<file path="config.mk">
export PLATFORM = sky130hd
export DESIGN_NAME = iosd_decoder
export DESIGN_NICKNAME = d
export VERILOG_FILES = /design/src/hw/iosd_pkg.sv /design/src/hw/iosd_io_cell.sv /design/src/hw/iosd_decoder.sv
export VERILOG_INCLUDE_DIRS = /design/src /design/src/hw
export SDC_FILE = /design/constraint.sdc
export NUM_CORES = 1
export LEC_CHECK = 0
export ABC_AREA = 1
export BUFFER_PORTS_ARGS = -buffer_cell sky130_fd_sc_hd__buf_4
export CELL_PAD_IN_SITES_DETAIL_PLACEMENT = 0
export CELL_PAD_IN_SITES_GLOBAL_PLACEMENT = 2
export CORE_UTILIZATION = 32
export DETAILED_ROUTE_END_ITERATION = 12
export GPL_TIMING_DRIVEN = 1
export PLACE_DENSITY = 0.86
export SLEW_MARGIN = 20
export SYNTH_ARGS = -nofsm -noshare
export SYNTH_HDL_FRONTEND = slang
export SYNTH_SLANG_ARGS = --single-unit
</file>
<file path="constraint.sdc">
create_clock -name clk -period 2.24 [get_ports clk]
set_clock_uncertainty 0.05 [all_clocks]
set_input_delay 0.112 -clock clk [delete_from_list [all_inputs] [get_ports clk]]
set_output_delay 0.112 -clock clk [all_outputs]
set_load 0.1 [all_outputs]
</file>
<file path="src/hw/iosd_cfg.svh">
// offsets, bit layouts, reset value and address windows of the io space decoder
`ifndef IOSD_CFG_SVH
`define IOSD_CFG_SVH

// ==========================================
// address windows
`define IOSD_IO_ADDR_W 6
`define IOSD_IO_LOCATIONS 64
`define IOSD_DATA_IO_BASE 8'h20
`define IOSD_EXT_IO_BASE 8'h60
`define IOSD_BIT_OP_TOP 6'h1f
`define IOSD_RESET_VALUE 8'h00

// ==========================================
// io offsets (data address is offset plus base)
`define IOSD_OFS_PORT_B_PIN_LEVELS 6'h03
`define IOSD_OFS_PORT_B_DIRECTION 6'h04
`define IOSD_OFS_PORT_B_OUTPUT_LATCH 6'h05
`define IOSD_OFS_PORT_C_PIN_LEVELS 6'h06
`define IOSD_OFS_PORT_C_DIRECTION 6'h07
`define IOSD_OFS_PORT_C_OUTPUT_LATCH 6'h08
`define IOSD_OFS_PORT_D_PIN_LEVELS 6'h09
`define IOSD_OFS_PORT_D_DIRECTION 6'h0a
`define IOSD_OFS_PORT_D_OUTPUT_LATCH 6'h0b
`define IOSD_OFS_PORT_E_PIN_LEVELS 6'h0c
`define IOSD_OFS_PORT_E_DIRECTION 6'h0d
`define IOSD_OFS_PORT_E_OUTPUT_LATCH 6'h0e
`define IOSD_OFS_TIMER8_EVENT_FLAGS 6'h15
`define IOSD_OFS_TIMER16_EVENT_FLAGS 6'h16
`define IOSD_OFS_SCRATCH_BYTE_ONE 6'h19
`define IOSD_OFS_SCRATCH_BYTE_TWO 6'h1a
`define IOSD_OFS_SCRATCH_BYTE_THREE 6'h1b
`define IOSD_OFS_EXTERNAL_IRQ_FLAGS 6'h1c
`define IOSD_OFS_EXTERNAL_IRQ_MASK 6'h1d
`define IOSD_OFS_SCRATCH_BYTE_ZERO 6'h1e
`define IOSD_OFS_NVM_DATA_CONTROL 6'h1f
`define IOSD_OFS_NVM_DATA_BYTE 6'h20
`define IOSD_OFS_NVM_ADDRESS_LOW 6'h21
`define IOSD_OFS_NVM_ADDRESS_HIGH 6'h22
`define IOSD_OFS_TIMER_GLOBAL_CONTROL 6'h23
`define IOSD_OFS_TIMER8_CONTROL_A 6'h24
`define IOSD_OFS_TIMER8_CONTROL_B 6'h25
`define IOSD_OFS_TIMER8_COUNT 6'h26
`define IOSD_OFS_TIMER8_COMPARE_A 6'h27
`define IOSD_OFS_TIMER8_COMPARE_B 6'h28
`define IOSD_OFS_PLL_CONTROL_STATUS 6'h29
`define IOSD_OFS_SERIAL_PERIPH_CONTROL 6'h2c

// ==========================================
// bit layouts: writable, write-one-to-clear, hardware-loaded, strobe
`define IOSD_M_FULL 8'hff
`define IOSD_M_PORT_E 8'h07
`define IOSD_M_TIMER8_FLAGS 8'h07
`define IOSD_M_TIMER16_FLAGS 8'h27
`define IOSD_M_EXT_IRQ 8'h0f
`define IOSD_M_NVM_CONTROL 8'h0f
`define IOSD_M_NVM_ADDR_HIGH 8'h0f
`define IOSD_M_TIMER_GLOBAL 8'hc1
`define IOSD_M_TIMER8_CTL_A 8'hf3
`define IOSD_M_TIMER8_CTL_B 8'h0f
`define IOSD_M_TIMER8_FORCE 8'hc0
`define IOSD_M_PLL_WRITE 8'h06
`define IOSD_M_PLL_LOCK 8'h01

`endif

</file>
<file path="src/hw/iosd_pkg.sv">
// types and the per-location bit layout of the io space decoder
`include "iosd_cfg.svh"

package iosd_pkg;

    // ==========================================
    // core access kinds
    typedef enum logic [2:0] {
        IOSD_IO_IN = 3'h0,
        IOSD_IO_OUT = 3'h1,
        IOSD_SET_SINGLE_BIT_OP = 3'h2,
        IOSD_CLEAR_SINGLE_BIT_OP = 3'h3,
        IOSD_SKIP_IF_BIT_SET_OP = 3'h4,
        IOSD_SKIP_IF_BIT_CLEAR_OP = 3'h5,
        IOSD_DATA_LOAD_OP = 3'h6,
        IOSD_DATA_STORE_OP = 3'h7
    } iosd_op_e;

    typedef struct packed {
        logic valid;
        iosd_op_e op;
        logic [7:0] addr;
        logic [2:0] bit_sel;
        logic [7:0] wdata;
    } iosd_req_s;

    typedef struct packed {
        logic ack;
        logic [7:0] rdata;
        logic skip;
        logic refused;
    } iosd_rsp_s;

    typedef struct packed {
        logic [7:0] pin_b;
        logic [7:0] pin_c;
        logic [7:0] pin_d;
        logic [7:0] pin_e;
        logic [7:0] timer8_events;
        logic [7:0] timer16_events;
        logic [7:0] ext_irq_events;
        logic pll_locked;
    } iosd_hw_s;

    typedef struct packed {
        logic [7:0] dir_b;
        logic [7:0] latch_b;
        logic [7:0] dir_c;
        logic [7:0] latch_c;
        logic [7:0] dir_d;
        logic [7:0] latch_d;
        logic [7:0] dir_e;
        logic [7:0] latch_e;
        logic [7:0] timer8_flags;
        logic [7:0] timer16_flags;
        logic [7:0] ext_irq_flags;
        logic [7:0] ext_irq_mask;
        logic [7:0] nvm_control;
        logic [7:0] nvm_data;
        logic [7:0] nvm_addr_low;
        logic [7:0] nvm_addr_high;
        logic [7:0] timer_global;
        logic [7:0] timer8_ctl_a;
        logic [7:0] timer8_ctl_b;
        logic [7:0] timer8_count;
        logic [7:0] timer8_cmp_a;
        logic [7:0] timer8_cmp_b;
        logic [7:0] pll_control;
        logic [7:0] spi_control;
    } iosd_ctrl_s;

    typedef struct packed {
        logic [7:0] wr;
        logic [7:0] w1c;
        logic [7:0] hw;
        logic [7:0] strb;
    } iosd_mask_s;

    // all-zero layout marks a reserved location
    function automatic iosd_mask_s iosd_layout(input logic [5:0] idx);
        iosd_mask_s m;
        m = '0;
        case (idx)
            `IOSD_OFS_PORT_B_PIN_LEVELS, `IOSD_OFS_PORT_C_PIN_LEVELS,
            `IOSD_OFS_PORT_D_PIN_LEVELS: m.hw = `IOSD_M_FULL;
            `IOSD_OFS_PORT_E_PIN_LEVELS: m.hw = `IOSD_M_PORT_E;
            `IOSD_OFS_PORT_E_DIRECTION, `IOSD_OFS_PORT_E_OUTPUT_LATCH: m.wr = `IOSD_M_PORT_E;
            `IOSD_OFS_PORT_B_DIRECTION, `IOSD_OFS_PORT_B_OUTPUT_LATCH,
            `IOSD_OFS_PORT_C_DIRECTION, `IOSD_OFS_PORT_C_OUTPUT_LATCH,
            `IOSD_OFS_PORT_D_DIRECTION, `IOSD_OFS_PORT_D_OUTPUT_LATCH,
            `IOSD_OFS_SCRATCH_BYTE_ZERO, `IOSD_OFS_SCRATCH_BYTE_ONE,
            `IOSD_OFS_SCRATCH_BYTE_TWO, `IOSD_OFS_SCRATCH_BYTE_THREE,
            `IOSD_OFS_NVM_DATA_BYTE, `IOSD_OFS_NVM_ADDRESS_LOW,
            `IOSD_OFS_TIMER8_COUNT, `IOSD_OFS_TIMER8_COMPARE_A,
            `IOSD_OFS_TIMER8_COMPARE_B, `IOSD_OFS_SERIAL_PERIPH_CONTROL: m.wr = `IOSD_M_FULL;
            `IOSD_OFS_TIMER8_EVENT_FLAGS: m.w1c = `IOSD_M_TIMER8_FLAGS;
            `IOSD_OFS_TIMER16_EVENT_FLAGS: m.w1c = `IOSD_M_TIMER16_FLAGS;
            `IOSD_OFS_EXTERNAL_IRQ_FLAGS: m.w1c = `IOSD_M_EXT_IRQ;
            `IOSD_OFS_EXTERNAL_IRQ_MASK: m.wr = `IOSD_M_EXT_IRQ;
            `IOSD_OFS_NVM_DATA_CONTROL: m.wr = `IOSD_M_NVM_CONTROL;
            `IOSD_OFS_NVM_ADDRESS_HIGH: m.wr = `IOSD_M_NVM_ADDR_HIGH;
            `IOSD_OFS_TIMER_GLOBAL_CONTROL: m.wr = `IOSD_M_TIMER_GLOBAL;
            `IOSD_OFS_TIMER8_CONTROL_A: m.wr = `IOSD_M_TIMER8_CTL_A;
            `IOSD_OFS_TIMER8_CONTROL_B: begin
                m.wr = `IOSD_M_TIMER8_CTL_B;
                m.strb = `IOSD_M_TIMER8_FORCE;
            end
            `IOSD_OFS_PLL_CONTROL_STATUS: begin
                m.wr = `IOSD_M_PLL_WRITE;
                m.hw = `IOSD_M_PLL_LOCK;
            end
            default: m = '0;
        endcase
        return m;
    endfunction : iosd_layout

endpackage : iosd_pkg

</file>
<file path="src/hw/iosd_io_cell.sv">
// one byte-wide io location with per-bit write, clear, load and strobe behaviour
`timescale 1ns/1ps
`default_nettype none
`include "iosd_cfg.svh"

module iosd_io_cell #(
    parameter logic [7:0] WR_M = 8'h00,
    parameter logic [7:0] W1C_M = 8'h00,
    parameter logic [7:0] HW_M = 8'h00,
    parameter logic [7:0] STRB_M = 8'h00
) (
    // clock and reset
    input wire logic clk,
    input wire logic arst_n,
    input wire logic clk_en,
    // write side
    input wire logic wr,
    input wire logic [7:0] wr_bits,
    input wire logic [7:0] wdata,
    // hardware side
    input wire logic [7:0] hw_set,
    input wire logic [7:0] hw_val,
    // stored value
    output var logic [7:0] q
);

    logic [7:0] next_q;
    logic [7:0] hit;

    always_comb begin
        hit = wr ? wr_bits : 8'h00;
        // only enabled bits move, so a one-bit write leaves its neighbours alone
        next_q = ((q & ~hit) | (wdata & hit)) & WR_M;
        next_q = next_q | (wdata & hit & STRB_M);
        // set wins over a clear in the same cycle
        next_q = next_q | (((q & ~(hit & wdata)) | hw_set) & W1C_M);
        next_q = next_q | (hw_val & HW_M);
    end

    always_ff @(posedge clk or negedge arst_n) begin
        if (!arst_n) begin
            q <= `IOSD_RESET_VALUE;
        end else if (clk_en) begin
            q <= next_q;
        end
    end

endmodule : iosd_io_cell

`default_nettype wire

</file>
<file path="src/hw/iosd_decoder.sv">
// io space decoder: maps core io and data accesses onto the low io register bank
//
// Notes on behaviour
// - bit set and clear only below 0x20
// - bit test and skip only below 0x20
// - status flags clear on written one
// - bit operations touch only the addressed bit
// - io instructions use six-bit addresses 0x00-0x3f
// - data address equals io address plus 0x20
// - extended range reached by data accesses only
`timescale 1ns/1ps
`default_nettype none
`include "iosd_cfg.svh"

module iosd_decoder (
    // clock and reset
    input wire logic clk,
    input wire logic arst_n,
    input wire logic clk_en,
    // core access
    input wire iosd_pkg::iosd_req_s req,
    output var iosd_pkg::iosd_rsp_s rsp,
    // pins and peripheral events
    input wire iosd_pkg::iosd_hw_s hw,
    // register image towards the peripherals
    output var iosd_pkg::iosd_ctrl_s ctrl
);
    import iosd_pkg::*;

    // ==========================================
    // decode
    logic [7:0] q_a [`IOSD_IO_LOCATIONS];
    logic [7:0] hw_set_a [`IOSD_IO_LOCATIONS];
    logic [7:0] hw_val_a [`IOSD_IO_LOCATIONS];
    logic [`IOSD_IO_LOCATIONS-1:0] wr_a;
    logic io_op;
    logic bit_op;
    logic is_write;
    logic is_read;
    logic bit_ok;
    logic in_io;
    logic in_ext;
    logic mapped;
    logic [5:0] idx;
    logic [7:0] data_off;
    logic [7:0] onehot;
    logic [7:0] wr_bits;
    logic [7:0] wr_data;
    logic [7:0] rd_byte;
    logic sel_bit;
    iosd_rsp_s next_rsp;

    always_comb begin
        io_op = (req.op != IOSD_DATA_LOAD_OP) && (req.op != IOSD_DATA_STORE_OP);
        bit_op = (req.op == IOSD_SET_SINGLE_BIT_OP) || (req.op == IOSD_CLEAR_SINGLE_BIT_OP)
            || (req.op == IOSD_SKIP_IF_BIT_SET_OP) || (req.op == IOSD_SKIP_IF_BIT_CLEAR_OP);
        is_read = (req.op == IOSD_IO_IN) || (req.op == IOSD_DATA_LOAD_OP);
        is_write = (req.op == IOSD_IO_OUT) || (req.op == IOSD_DATA_STORE_OP)
            || (req.op == IOSD_SET_SINGLE_BIT_OP) || (req.op == IOSD_CLEAR_SINGLE_BIT_OP);
        data_off = req.addr - `IOSD_DATA_IO_BASE;
        // io opcodes carry six address bits
        // data window sits 0x20 above io
        idx = io_op ? req.addr[5:0] : data_off[5:0];
        in_ext = !io_op && (req.addr >= `IOSD_EXT_IO_BASE);
        in_io = io_op || ((req.addr >= `IOSD_DATA_IO_BASE) && !in_ext);
        mapped = in_io && (iosd_layout(idx) != '0);
        // bit access limited to low 32 locations
        bit_ok = (idx <= `IOSD_BIT_OP_TOP);
        onehot = 8'h01 << req.bit_sel;
        // bit ops enable one bit lane only
        wr_bits = (bit_op ? onehot : 8'hff);
        wr_data = req.wdata;
        if (req.op == IOSD_SET_SINGLE_BIT_OP) begin
            wr_data = 8'hff;
        end else if (req.op == IOSD_CLEAR_SINGLE_BIT_OP) begin
            wr_data = 8'h00;
        end
        rd_byte = mapped ? q_a[idx] : 8'h00;
        sel_bit = rd_byte[req.bit_sel];
    end

    // ==========================================
    // write strobes per location
    always_comb begin
        wr_a = '0;
        // reserved writes dropped, never reach a cell
        // extended range decodes outside this bank
        if (req.valid && is_write && mapped && (!bit_op || bit_ok)) begin
            wr_a[idx] = 1'b1;
        end
    end

    // ==========================================
    // hardware inputs per location
    always_comb begin
        for (int i = 0; i < `IOSD_IO_LOCATIONS; i++) begin
            hw_set_a[i] = 8'h00;
            hw_val_a[i] = 8'h00;
        end
        hw_val_a[`IOSD_OFS_PORT_B_PIN_LEVELS] = hw.pin_b;
        hw_val_a[`IOSD_OFS_PORT_C_PIN_LEVELS] = hw.pin_c;
        hw_val_a[`IOSD_OFS_PORT_D_PIN_LEVELS] = hw.pin_d;
        hw_val_a[`IOSD_OFS_PORT_E_PIN_LEVELS] = hw.pin_e;
        hw_val_a[`IOSD_OFS_PLL_CONTROL_STATUS] = {7'h00, hw.pll_locked};
        hw_set_a[`IOSD_OFS_TIMER8_EVENT_FLAGS] = hw.timer8_events;
        hw_set_a[`IOSD_OFS_TIMER16_EVENT_FLAGS] = hw.timer16_events;
        hw_set_a[`IOSD_OFS_EXTERNAL_IRQ_FLAGS] = hw.ext_irq_events;
    end

    // ==========================================
    // register bank
    // unmapped cells have all-zero layouts and reduce to constant zero
    for (genvar g = 0; g < `IOSD_IO_LOCATIONS; g++) begin : g_loc
        localparam iosd_mask_s M = iosd_layout(6'(g));
        // flag lanes clear on a written one
        iosd_io_cell #(
            .WR_M(M.wr),
            .W1C_M(M.w1c),
            .HW_M(M.hw),
            .STRB_M(M.strb)
        ) u_cell (
            .clk(clk),
            .arst_n(arst_n),
            .clk_en(clk_en),
            .wr(wr_a[g]),
            .wr_bits(wr_bits),
            .wdata(wr_data),
            .hw_set(hw_set_a[g]),
            .hw_val(hw_val_a[g]),
            .q(q_a[g])
        );
    end

    // ==========================================
    // answer to the core
    always_comb begin
        next_rsp = '0;
        next_rsp.ack = req.valid;
        if (req.valid) begin
            next_rsp.rdata = is_read ? rd_byte : 8'h00;
            // skip decision from the addressed bit
            if (bit_ok && (req.op == IOSD_SKIP_IF_BIT_SET_OP)) begin
                next_rsp.skip = sel_bit;
            end else if (bit_ok && (req.op == IOSD_SKIP_IF_BIT_CLEAR_OP)) begin
                next_rsp.skip = !sel_bit;
            end
            // flag refused bit ops and reserved writes
            next_rsp.refused = (bit_op && !bit_ok) || (is_write && in_io && !mapped)
                || (!io_op && !in_io && !in_ext);
        end
    end

    always_ff @(posedge clk or negedge arst_n) begin
        if (!arst_n) begin
            rsp <= '0;
        end else if (clk_en) begin
            rsp <= next_rsp;
        end
    end

    // ==========================================
    // register image
    assign ctrl = '{
        dir_b: q_a[`IOSD_OFS_PORT_B_DIRECTION],
        latch_b: q_a[`IOSD_OFS_PORT_B_OUTPUT_LATCH],
        dir_c: q_a[`IOSD_OFS_PORT_C_DIRECTION],
        latch_c: q_a[`IOSD_OFS_PORT_C_OUTPUT_LATCH],
        dir_d: q_a[`IOSD_OFS_PORT_D_DIRECTION],
        latch_d: q_a[`IOSD_OFS_PORT_D_OUTPUT_LATCH],
        dir_e: q_a[`IOSD_OFS_PORT_E_DIRECTION],
        latch_e: q_a[`IOSD_OFS_PORT_E_OUTPUT_LATCH],
        timer8_flags: q_a[`IOSD_OFS_TIMER8_EVENT_FLAGS],
        timer16_flags: q_a[`IOSD_OFS_TIMER16_EVENT_FLAGS],
        ext_irq_flags: q_a[`IOSD_OFS_EXTERNAL_IRQ_FLAGS],
        ext_irq_mask: q_a[`IOSD_OFS_EXTERNAL_IRQ_MASK],
        nvm_control: q_a[`IOSD_OFS_NVM_DATA_CONTROL],
        nvm_data: q_a[`IOSD_OFS_NVM_DATA_BYTE],
        nvm_addr_low: q_a[`IOSD_OFS_NVM_ADDRESS_LOW],
        nvm_addr_high: q_a[`IOSD_OFS_NVM_ADDRESS_HIGH],
        timer_global: q_a[`IOSD_OFS_TIMER_GLOBAL_CONTROL],
        timer8_ctl_a: q_a[`IOSD_OFS_TIMER8_CONTROL_A],
        timer8_ctl_b: q_a[`IOSD_OFS_TIMER8_CONTROL_B],
        timer8_count: q_a[`IOSD_OFS_TIMER8_COUNT],
        timer8_cmp_a: q_a[`IOSD_OFS_TIMER8_COMPARE_A],
        timer8_cmp_b: q_a[`IOSD_OFS_TIMER8_COMPARE_B],
        pll_control: q_a[`IOSD_OFS_PLL_CONTROL_STATUS],
        spi_control: q_a[`IOSD_OFS_SERIAL_PERIPH_CONTROL]
    };

    // ==========================================
    // checks
    logic [7:0] io_byte;
    logic [7:0] alias_byte;
    logic [7:0] eif_keep;
    logic eif_hit;
    logic t8_clr0;
    logic t8_set_and_clr0;
    logic force_live;
    logic t8_keep0;

    always_comb begin
        io_byte = q_a[req.addr[5:0]];
        alias_byte = q_a[data_off[5:0]];
        eif_keep = q_a[`IOSD_OFS_EXTERNAL_IRQ_FLAGS] & ~onehot;
        eif_hit = req.valid && (idx == `IOSD_OFS_EXTERNAL_IRQ_FLAGS) && io_op
            && ((req.op == IOSD_SET_SINGLE_BIT_OP) || (req.op == IOSD_CLEAR_SINGLE_BIT_OP));
        t8_clr0 = req.valid && (req.op == IOSD_IO_OUT) && req.wdata[0]
            && (req.addr[5:0] == `IOSD_OFS_TIMER8_EVENT_FLAGS);
        t8_set_and_clr0 = t8_clr0 && hw.timer8_events[0];
        force_live = q_a[`IOSD_OFS_TIMER8_CONTROL_B][7] && !wr_a[`IOSD_OFS_TIMER8_CONTROL_B];
        t8_keep0 = req.valid && (req.op == IOSD_IO_OUT) && !req.wdata[0]
            && (req.addr[5:0] == `IOSD_OFS_TIMER8_EVENT_FLAGS);
    end
endmodule : iosd_decoder

`default_nettype wire

</file>
Word-level counts from Yosys, hierarchy flattened
Index checks and enable logic that the tools add are counted.
{"block": "totals", "ff_bits": 215, "latch_bits": 0, "ram_bits": 0, "mem_bits_ro": 0, "in_bits": 83, "out_inout_bits": 203, "n_memories": 0}
{"block": "op_classes", "add_sub_neg": 1, "multipliers": 0, "n_div": 0, "n_lt_le_gt_ge": 7, "n_eq_ne": 41, "shifts": 1, "muxes": 49, "bitwise_logic": 115, "n_reduce_logical": 39}
{"cell": "$and 8x8->8", "count": 37}
{"cell": "$mux 8", "count": 27}
{"cell": "$not 8->8", "count": 18}
{"cell": "$or 8x8->8", "count": 18}
{"cell": "$eq 6x6->1 const B", "count": 11}
{"cell": "$eq 6x5->1 const B", "count": 9}
{"cell": "$bmux 8 s6", "count": 1}
{"cell": "$pmux 8 s6", "count": 1}
{"cell": "$mux 45", "count": 1}
{"cell": "$eq 6x4->1 const B", "count": 7}
{"cell": "$and 4x4->4", "count": 9}
{"cell": "$reduce_bool 32->1", "count": 1}
{"cell": "$and 3x3->3", "count": 8}
{"cell": "$eq 6x3->1 const B", "count": 4}
{"cell": "$pmux 8 s3", "count": 1}
{"cell": "$not 4->4", "count": 5}
{"cell": "$or 4x4->4", "count": 5}
{"cell": "$pmux 6 s3", "count": 1}
{"cell": "$mux 4", "count": 4}
{"cell": "$reduce_or 16->1", "count": 1}
{"cell": "$logic_and 1x1->1", "count": 15}
{"cell": "$and 6x6->6", "count": 2}
{"cell": "$eq 3x3->1 const B", "count": 4}
{"cell": "$mux 3", "count": 4}
{"cell": "other kinds (31)", "count": 59}

Depth between registers and ports, before layout
Gate-level depths: netlist of the first run.
{"block": "logic_depth", "depth_word": 16, "mapped_depth": 22, "depth_no_buf": 20}

Cells and area by module
Synthesis of the first run repeated with hierarchy kept, for this count alone.
{"block": "unflattened", "cells_unflattened": 3096, "area_unflattened_um2": 19079.5}
{"mod": "iosd_decoder", "n_inst": 1, "cells_each": 1691, "area_each_um2": 7094.3, "seq_area_each_um2": 275.3}
{"mod": "iosd_io_cell at g_loc[10].u_cell ...", "n_inst": 16, "cells_each": 43, "area_each_um2": 394.1, "seq_area_each_um2": 200.2}
{"mod": "iosd_io_cell at g_loc[0].u_cell ...", "n_inst": 32, "cells_each": 9, "area_each_um2": 63.8, "seq_area_each_um2": 0.0}
{"mod": "iosd_io_cell at g_loc[3].u_cell ...", "n_inst": 3, "cells_each": 34, "area_each_um2": 305.3, "seq_area_each_um2": 200.2}
{"mod": "iosd_io_cell at g_loc[29].u_cell ...", "n_inst": 3, "cells_each": 27, "area_each_um2": 231.5, "seq_area_each_um2": 100.1}
{"mod": "iosd_io_cell at g_loc[13].u_cell ...", "n_inst": 3, "cells_each": 21, "area_each_um2": 172.7, "seq_area_each_um2": 75.1}
{"mod": "iosd_io_cell at g_loc[22].u_cell ...", "n_inst": 2, "cells_each": 26, "area_each_um2": 205.2, "seq_area_each_um2": 100.1}
{"mod": "iosd_io_cell at g_loc[37].u_cell", "n_inst": 1, "cells_each": 35, "area_each_um2": 306.5, "seq_area_each_um2": 150.1}
{"mod": "iosd_io_cell at g_loc[36].u_cell", "n_inst": 1, "cells_each": 35, "area_each_um2": 300.3, "seq_area_each_um2": 150.1}
{"mod": "iosd_io_cell at g_loc[21].u_cell", "n_inst": 1, "cells_each": 22, "area_each_um2": 171.4, "seq_area_each_um2": 75.1}
{"mod": "iosd_io_cell at g_loc[41].u_cell", "n_inst": 1, "cells_each": 20, "area_each_um2": 166.4, "seq_area_each_um2": 75.1}
{"mod": "iosd_io_cell at g_loc[12].u_cell", "n_inst": 1, "cells_each": 19, "area_each_um2": 153.9, "seq_area_each_um2": 75.1}

Least setup slack after synthesis of the first run
Ideal clock, no wire load.
{"block": "synth_path", "kind": "reg-to-reg", "startpoint": "register (tool-made name)", "endpoint": "register rsp[1] (netlist name)", "setup_ns": 0.120, "arrival_ns": 2.012, "setup_slack_ns": 0.058, "stages_incl_launch_ff": 18, "n_path_buf": 0, "period_less_slack_ns": 2.182, "cell_sequence": "dfrtp_1 inv_1 nor2_1 a21oi_1 nand2_1 nand2_1 nand3_1 nand2_1 nand2_1 nand3_1 nand2_1 nand2_1 nor2_1 nand2_1 o21ai_0 nand2_1 nand3_1 nand2_1"}
{"item": "end signal, assigned", "line": "iosd_decoder.sv:157", "text": "rsp <= next_rsp;"}
{"item": "end, declared", "line": "iosd_decoder.sv:22", "text": "output var iosd_pkg::iosd_rsp_s rsp,"}

==> results of run 1 <==
-- synth_stat cells (all sizes together) (2+ instances only) --
cell    number
dfrtp      213
or2          2
a21oi       40
o31ai        5
o21bai       2
a22oi        6
nand3       87
nor3         7
inv        135
nand4        8
a31oi       12
nor2       140
buf         78
clkbuf      34
o21ai      263
o22ai        8
nand2      491
-- layer usage --
layer	share of wire [%]	track usage, %	wire [µm]	up-vias
met1	45	38.2	22100	5652
met3	7.2	4.19	3500	77
li1	-	-	-	5722
met4	3.3	8.24	1610	0
met2	44	41.4	21600	489
met5	0	0	0	-
-- logic make-up (layout without fill, tap and decap cells) --
logic type      count (synthesis)  after routing  share of synthesized area, %
compound gates                339            339                          15.5
buf+inv                       248            627                          10.2
flops                         213            213                          46.6
simple gates                  738            738                          27.6
other cells                     1             50                        0.0328
-- worst min-delay path: cells and delay by family --
family	cells	cell delay, ps
buffers and inverters	2	250
AND/OR/NAND/NOR	2	130
AO/OA/AOI/OAI	1	90
-- area by class of cell --
class,count,area [µm²],share of cell area [%]
flip-flops and latches,213,5330,33.2
multi-input cells,1126,5130,31.9
repair buffers,443,3650,22.7
clock buffers,33,727,4.52
well taps,455,569,3.54
inverters,136,513,3.19
clock inverters,15,158,0.981
diodes,1,2.50,0.0156
-- report_power, final --
part           leakage (µW)  internal (µW)  total (µW)  switching (µW)
clock network      0.000433           2550        4340            1790
registers           0.00282           3960        4040            80.1
logic               0.00492            589        2300            1710
-- worst max path at each step --
stage	to	slack [ps]	start
4_1_cts	flop	70	req[18]
3_5_place_dp	rsp[1]	-180	req[14]
5_1_grt	flop	20	req[18]
6_report	flop	90	req[18]
2_1_floorplan	rsp[1]	60	flop
3_3_place_gp	rsp[1]	-170	req[14]
-- stage by stage --
stage / setup TNS, ps / utilization [%] / hold slack [ps] / worst slack (ps)
final: 0 / 46.1 / 45.0 / 92.9
after global routing: 0 / 46.1 / 68.3 / 18.7
after CTS: 0 / 46.1 / 31.7 / 70.2
after detailed placement: -1280 / 41.9 / 121 / -184
after global placement: -766 / 41.9 / 122 / -174
after floorplan: 0 / - / -234 / 58.2
-- what timing repair did --
action / CTS / global route
resized for setup: 0 / 7
endpoints found under the hold margin: 134 / 0
hold buffers: 56 / 0
endpoints found under the setup margin: 0 / 27
==> impl_metrics.csv, run 1 <==
group,metric,value,unit
status,outcome,"finished clean",
placed_design,dpl.cell_count,2317,
die,start_util,32.8,%
die,fp-row-count,68,
layout,nets,2029,
critical_path,rr_endpoint,"rsp[1]",
clocking,root_buffer,"clkbuf_16",
sta,slew_headroom,56.3,%
clocking,clockBufferDepth,3,
logic_synthesis,synth-seq-area-share,46.6,%
critical_path,cp_top_family,"simple AND/OR/NAND/NOR gates",
sta,fmax,466,MHz
sta,setup_viol,0,
global_route,grt_usage,26.8,%
layout,final_common_cell,"nand2_1",
global_route,grt_pass1_vias,11600,
sta,finalCritPeriodShare,95.9,%
power_and_ir_drop,power,10700,µW
placed_design,gp_congestion,0.935,
global_route,grt_pass1_wl,72.4,mm
sta,rsz0062_at_grt,"false",
layout,drive_gt1_share,25.4,%
power_and_ir_drop,ir_drop,511,µV
drt,vias,11900,
global_route,grt_overflow_total,0,
logic_synthesis,synth_top_area_share,46.6,%
clocking,cts_setup_buffers,0,
logic_synthesis,synth_edf_count,0,
critical_path,crit_path_end_kind,"flop",
logic_synthesis,yosys_warnings,0,
clocking,numCtsBuffers,26,
layout,layout.cells.non_filler,2422,
critical_path,cp.buffers_inverters,3,
clocking,clk_pin_slew,60,ps
job,cap_viol_max_count,0,
die,core_area,34900,µm²
placed_design,dpl_cell_area,14600,µm²
critical_path,startpoint_type,"input port",
placed_design,hpwlAfterDp,37.6,mm
power_and_ir_drop,p_leak,0.00817,µW
drt,drtPass1Iterations,5,
hold_path,hp-start,"req[5]",
critical_path,path_max_fanout,8,
sta,finalHoldViolCount,0,
global_route,antenna_found_initial,1,
critical_path,slowest_delay,530,ps
logic_synthesis,synth_cell_type_count,42,
layout,area.growth.synth_to_final,40.5,%
clocking,cts_tree,"built",
critical_path,critical_path_class,"in -> reg",
drt,ant_nets,0,
logic_synthesis,mappedNetlistArea,11400,µm²
drt,wirelength,48.8,mm
layout,stdcell_area,16100,µm²
die,die_area,36500,µm²
critical_path,path_cells,"dlygate4sd3_1 -> buf_4 -> a21oi_1 -> nor2_1 -> nor2_2 -> o21ai_1 -> nor2_2 -> nand2_8 -> nor2_8 -> nand2_4 -> nor2_8 -> buf_4 -> a21oi_1 -> a31oi_1",
placed_design,portBuffers,218,
drt,viasPerCell,4.93,
logic_synthesis,syn-instance-count,1539,
critical_path,rr_worst_depth,17,
die,fp.dieW,191,µm
logic_synthesis,synth.area.top_cells,"dfrtp_1 (47%), nand2_1 (16%), o21ai_0 (8.7%)",
drt,wl_per_cell,20.2,µm
critical_path,crit_required,2640,ps
hold_path,min_path_cells,5,
clocking,clkSinkCount,213,
drt,drtIter0Drc,1070,
critical_path,crit_cells,14,
clocking,clock_latency,560,ps
die,die_h,191,µm
drt,drc,0,
sta,slew_violations,0,
clocking,cts-htree-levels,1,
sta,worst_slew_pin_slew,656,ps
critical_path,cpMaxStageDelayCell,"dlygate4sd3_1",
logic_synthesis,async_reset_ff_share,100,%
layout,fillers,3562,
die,pin_count,286,
sta,min_period,2150,ps
logic_synthesis,ys.flop_type,"dfrtp_1",
logic_synthesis,ys_ff_latch,213,
layout,final_cell_mix,"nand2_1 (486), buf_4 (372), dfrtp_1 (212), o21ai_0 (197), nor2_1 (119)",
logic_synthesis,postSynthAreaPerCell,7.44,µm²
hold_path,hold_path_class,"in -> reg",
power_and_ir_drop,power_density,664,nW/µm²
critical_path,r2r_slack,210,ps
critical_path,worst-endpoint-arrival,2550,ps
logic_synthesis,netlist.top_cell.by_area,"dfrtp_1",
global_route,grt_start_max_net_pins,66,
critical_path,rr_startpoint,"g_loc[12].u_cell.q[1]",
No activity file was read; power rests on OpenSTA's default activity.
==> run 2: changes to the inputs <==
- CORE_UTILIZATION: 32 -> 34
- PLACE_DENSITY: 0.86 -> 0.89
- SLEW_MARGIN: 20 -> 0
- SYNTH_HIERARCHICAL: default -> 1
==> run 2 against run 1 <==
Effect of this change:
- hold slack worse by 13 ps
- non-clock buffer count rose by 57
- first-iteration DRC count grew 40%
- routed wire length up 53%
- flip-flop and latch count unchanged
- fmax increased by 1.7%
- sequential share of layout area shrank 11 points
- die area grew 56%
- largest cell class is now multi-input gates
==> impl_metrics.csv, run 2 <==
group,metric,value,unit
clocking,clk_pin_slew,60,ps
drt,drtPass1Iterations,8,
drt,ant_nets,0,
logic_synthesis,syn-instance-count,3091,
critical_path,crit_required,2660,ps
layout,nets,3510,
die,fp-row-count,86,
drt,viasPerCell,4.68,
placed_design,portBuffers,218,
critical_path,crit_start,"req[11]",
power_and_ir_drop,power_density,540,nW/µm²
drt,wirelength,74.7,mm
die,fp.dieW,239,µm
sta,setup_viol,0,
global_route,grt_start_max_net_pins,88,
die,pin_count,286,
clocking,clkSinkCount,213,
clocking,numCtsBuffers,29,
logic_synthesis,mappedNetlistArea,19100,µm²
placed_design,hpwlAfterDp,54.3,mm
layout,final_cell_mix,"nand2_1 (1186), buf_4 (384), nor2_1 (341), conb_1 (310), inv_1 (249)",
critical_path,crit_path_end_kind,"flop",
critical_path,worst-endpoint-arrival,2530,ps
sta,finalCritPeriodShare,94.2,%
hold_path,hp-start,"req[16]",
sta,fmax,474,MHz
clocking,clock_latency,590,ps
clocking,clockBufferDepth,3,
logic_synthesis,yosys_warnings,6,
clocking,root_buffer,"clkbuf_16",
global_route,grt_usage,26.2,%
die,die_area,57000,µm²
sta,hold_ws,32.2,ps
layout,area.growth.synth_to_final,23.8,%
global_route,antenna_found_initial,3,
critical_path,startpoint_type,"input port",
sta,finalHoldViolCount,0,
drt,vias,19600,
drt,drtIter0Drc,1494,
critical_path,critical_path_class,"in -> reg",
hold_path,hold_path_class,"in -> reg",
status,outcome,"finished clean",
layout,final_util,42.7,%
drt,wl_per_cell,17.8,µm
power_and_ir_drop,p_leak,0.0124,µW
clocking,cts-htree-levels,1,
critical_path,path_max_fanout,5,
power_and_ir_drop,ir_drop,387,µV
die,start_util,34.5,%
die,core_area,55200,µm²
layout,fillers,5866,
global_route,grt_pass1_vias,18500,
sta,min_period,2110,ps
layout,final_common_cell,"nand2_1",
job,cap_viol_max_count,0,
logic_synthesis,postSynthAreaPerCell,6.17,µm²
global_route,grt_overflow_total,0,
global_route,grt_pass1_wl,114,mm
sta,worst_slew_pin_slew,1120,ps
die,die_h,239,µm
sta,slew_headroom,25.2,%
drt,drc,0,
sta,slew_violations,0,
clocking,cts_tree,"built",
placed_design,gp_congestion,0.894,
layout,drive_gt1_share,17.5,%
-- run 2: cell types whose count changed in the layout (fill, tap and decap cells not counted), moves of 20 or more --
| cell | before | now |
|---|---|---|
| conb_1 | 49 | 310 |
| nand4_1 | 4 | 165 |
| o22ai_1 | 8 | 28 |
| inv_1 | 112 | 249 |
| nand3_1 | 81 | 144 |
| o21ai_0 | 197 | 110 |
| a21oi_1 | 40 | 5 |
| buf_12 | 14 | 62 |
| o21ai_1 | 66 | 28 |
| nand2_1 | 486 | 1186 |
| nor2_1 | 119 | 341 |
| nand3_2 | 4 | 36 |
-- run 2: area by class of cell --
cell class | count | area, µm² | share of cell area, %
sequential | 213 | 5340 | 22.6
antenna | 3 | 7.51 | 0.0318
inverter | 259 | 978 | 4.15
clock inverter | 11 | 165 | 0.700
timing repair buffer | 500 | 4680 | 19.8
multi-input combinational | 2424 | 10600 | 45.1
clock buffer | 42 | 865 | 3.66
tap | 748 | 936 | 3.97
-- run 2: critical path: stages --
cell and delay (ps):
buf_6 120, buf_4 170, nand2_1 140, nand2_1 110, nand2_1 50, nand2_1 60, nand2_1 50, nand2_1 60
nor2_1 40, nand3_1 70, nand2_1 80, inv_2 90, nand4_4 110, buf_4 180, nor4_4 150, nand2_2 150
o21ai_2 160, nand2_1 70, dlygate4sd3_1 560
-- run 2: routing by layer --
metal | vias to the layer above | global-route usage, % | share of wire [%]
met1 | 9160 | 37.2 | 46
met2 | 669 | 40.3 | 44
met4 | 0 | 9.62 | 3.4
met5 | - | 0 | 0
li1 | 9718 | - | -
met3 | 102 | 3.44 | 6.3
-- run 2: per-stage QoR --
step / setup slack [ps] / cells / area [µm²] / power (µW) / TNS, ps
2_1_floorplan: 2.40 / 3356 / 20200 / 6670 / 0
3_3_place_gp: -361 / 4084 / 21900 / 7560 / -10780
3_5_place_dp: -355 / 4084 / 21900 / 7580 / -18520
4_1_cts: 32.1 / 4187 / 23400 / 12800 / 0
5_1_grt: -27.0 / 4200 / 23600 / 13300 / -40.5
6_report: 129 / 4200 / 23600 / 12700 / 0
-- run 2: what timing repair did --
action,in CTS,in global routing
hold endpoints to repair,272,0
resized for setup,0,26
setup buffers,0,10
endpoints found under the setup margin,0,4
hold buffers,50,0
-- run 2: final timing paths --
check                      slack [ps]                          to  cells past startpoint
max reg2reg                       200                      rsp[1]                     17
min                                30                      rsp[1]                      6
max                               130       g_loc[21].u_cell/q[1]                     19
min in group asynchronous          50  asynchronous set/reset pin                      3
max in group asynchronous        1500  asynchronous set/reset pin                      3
min reg2reg                       420        g_loc[6].u_cell/q[6]                      2
-- run 2: where the power goes --
part	switching, µW	internal (µW)
Combinational	2580	998
Clock	1970	3120
Sequential	108	3960
Total	4660	8080
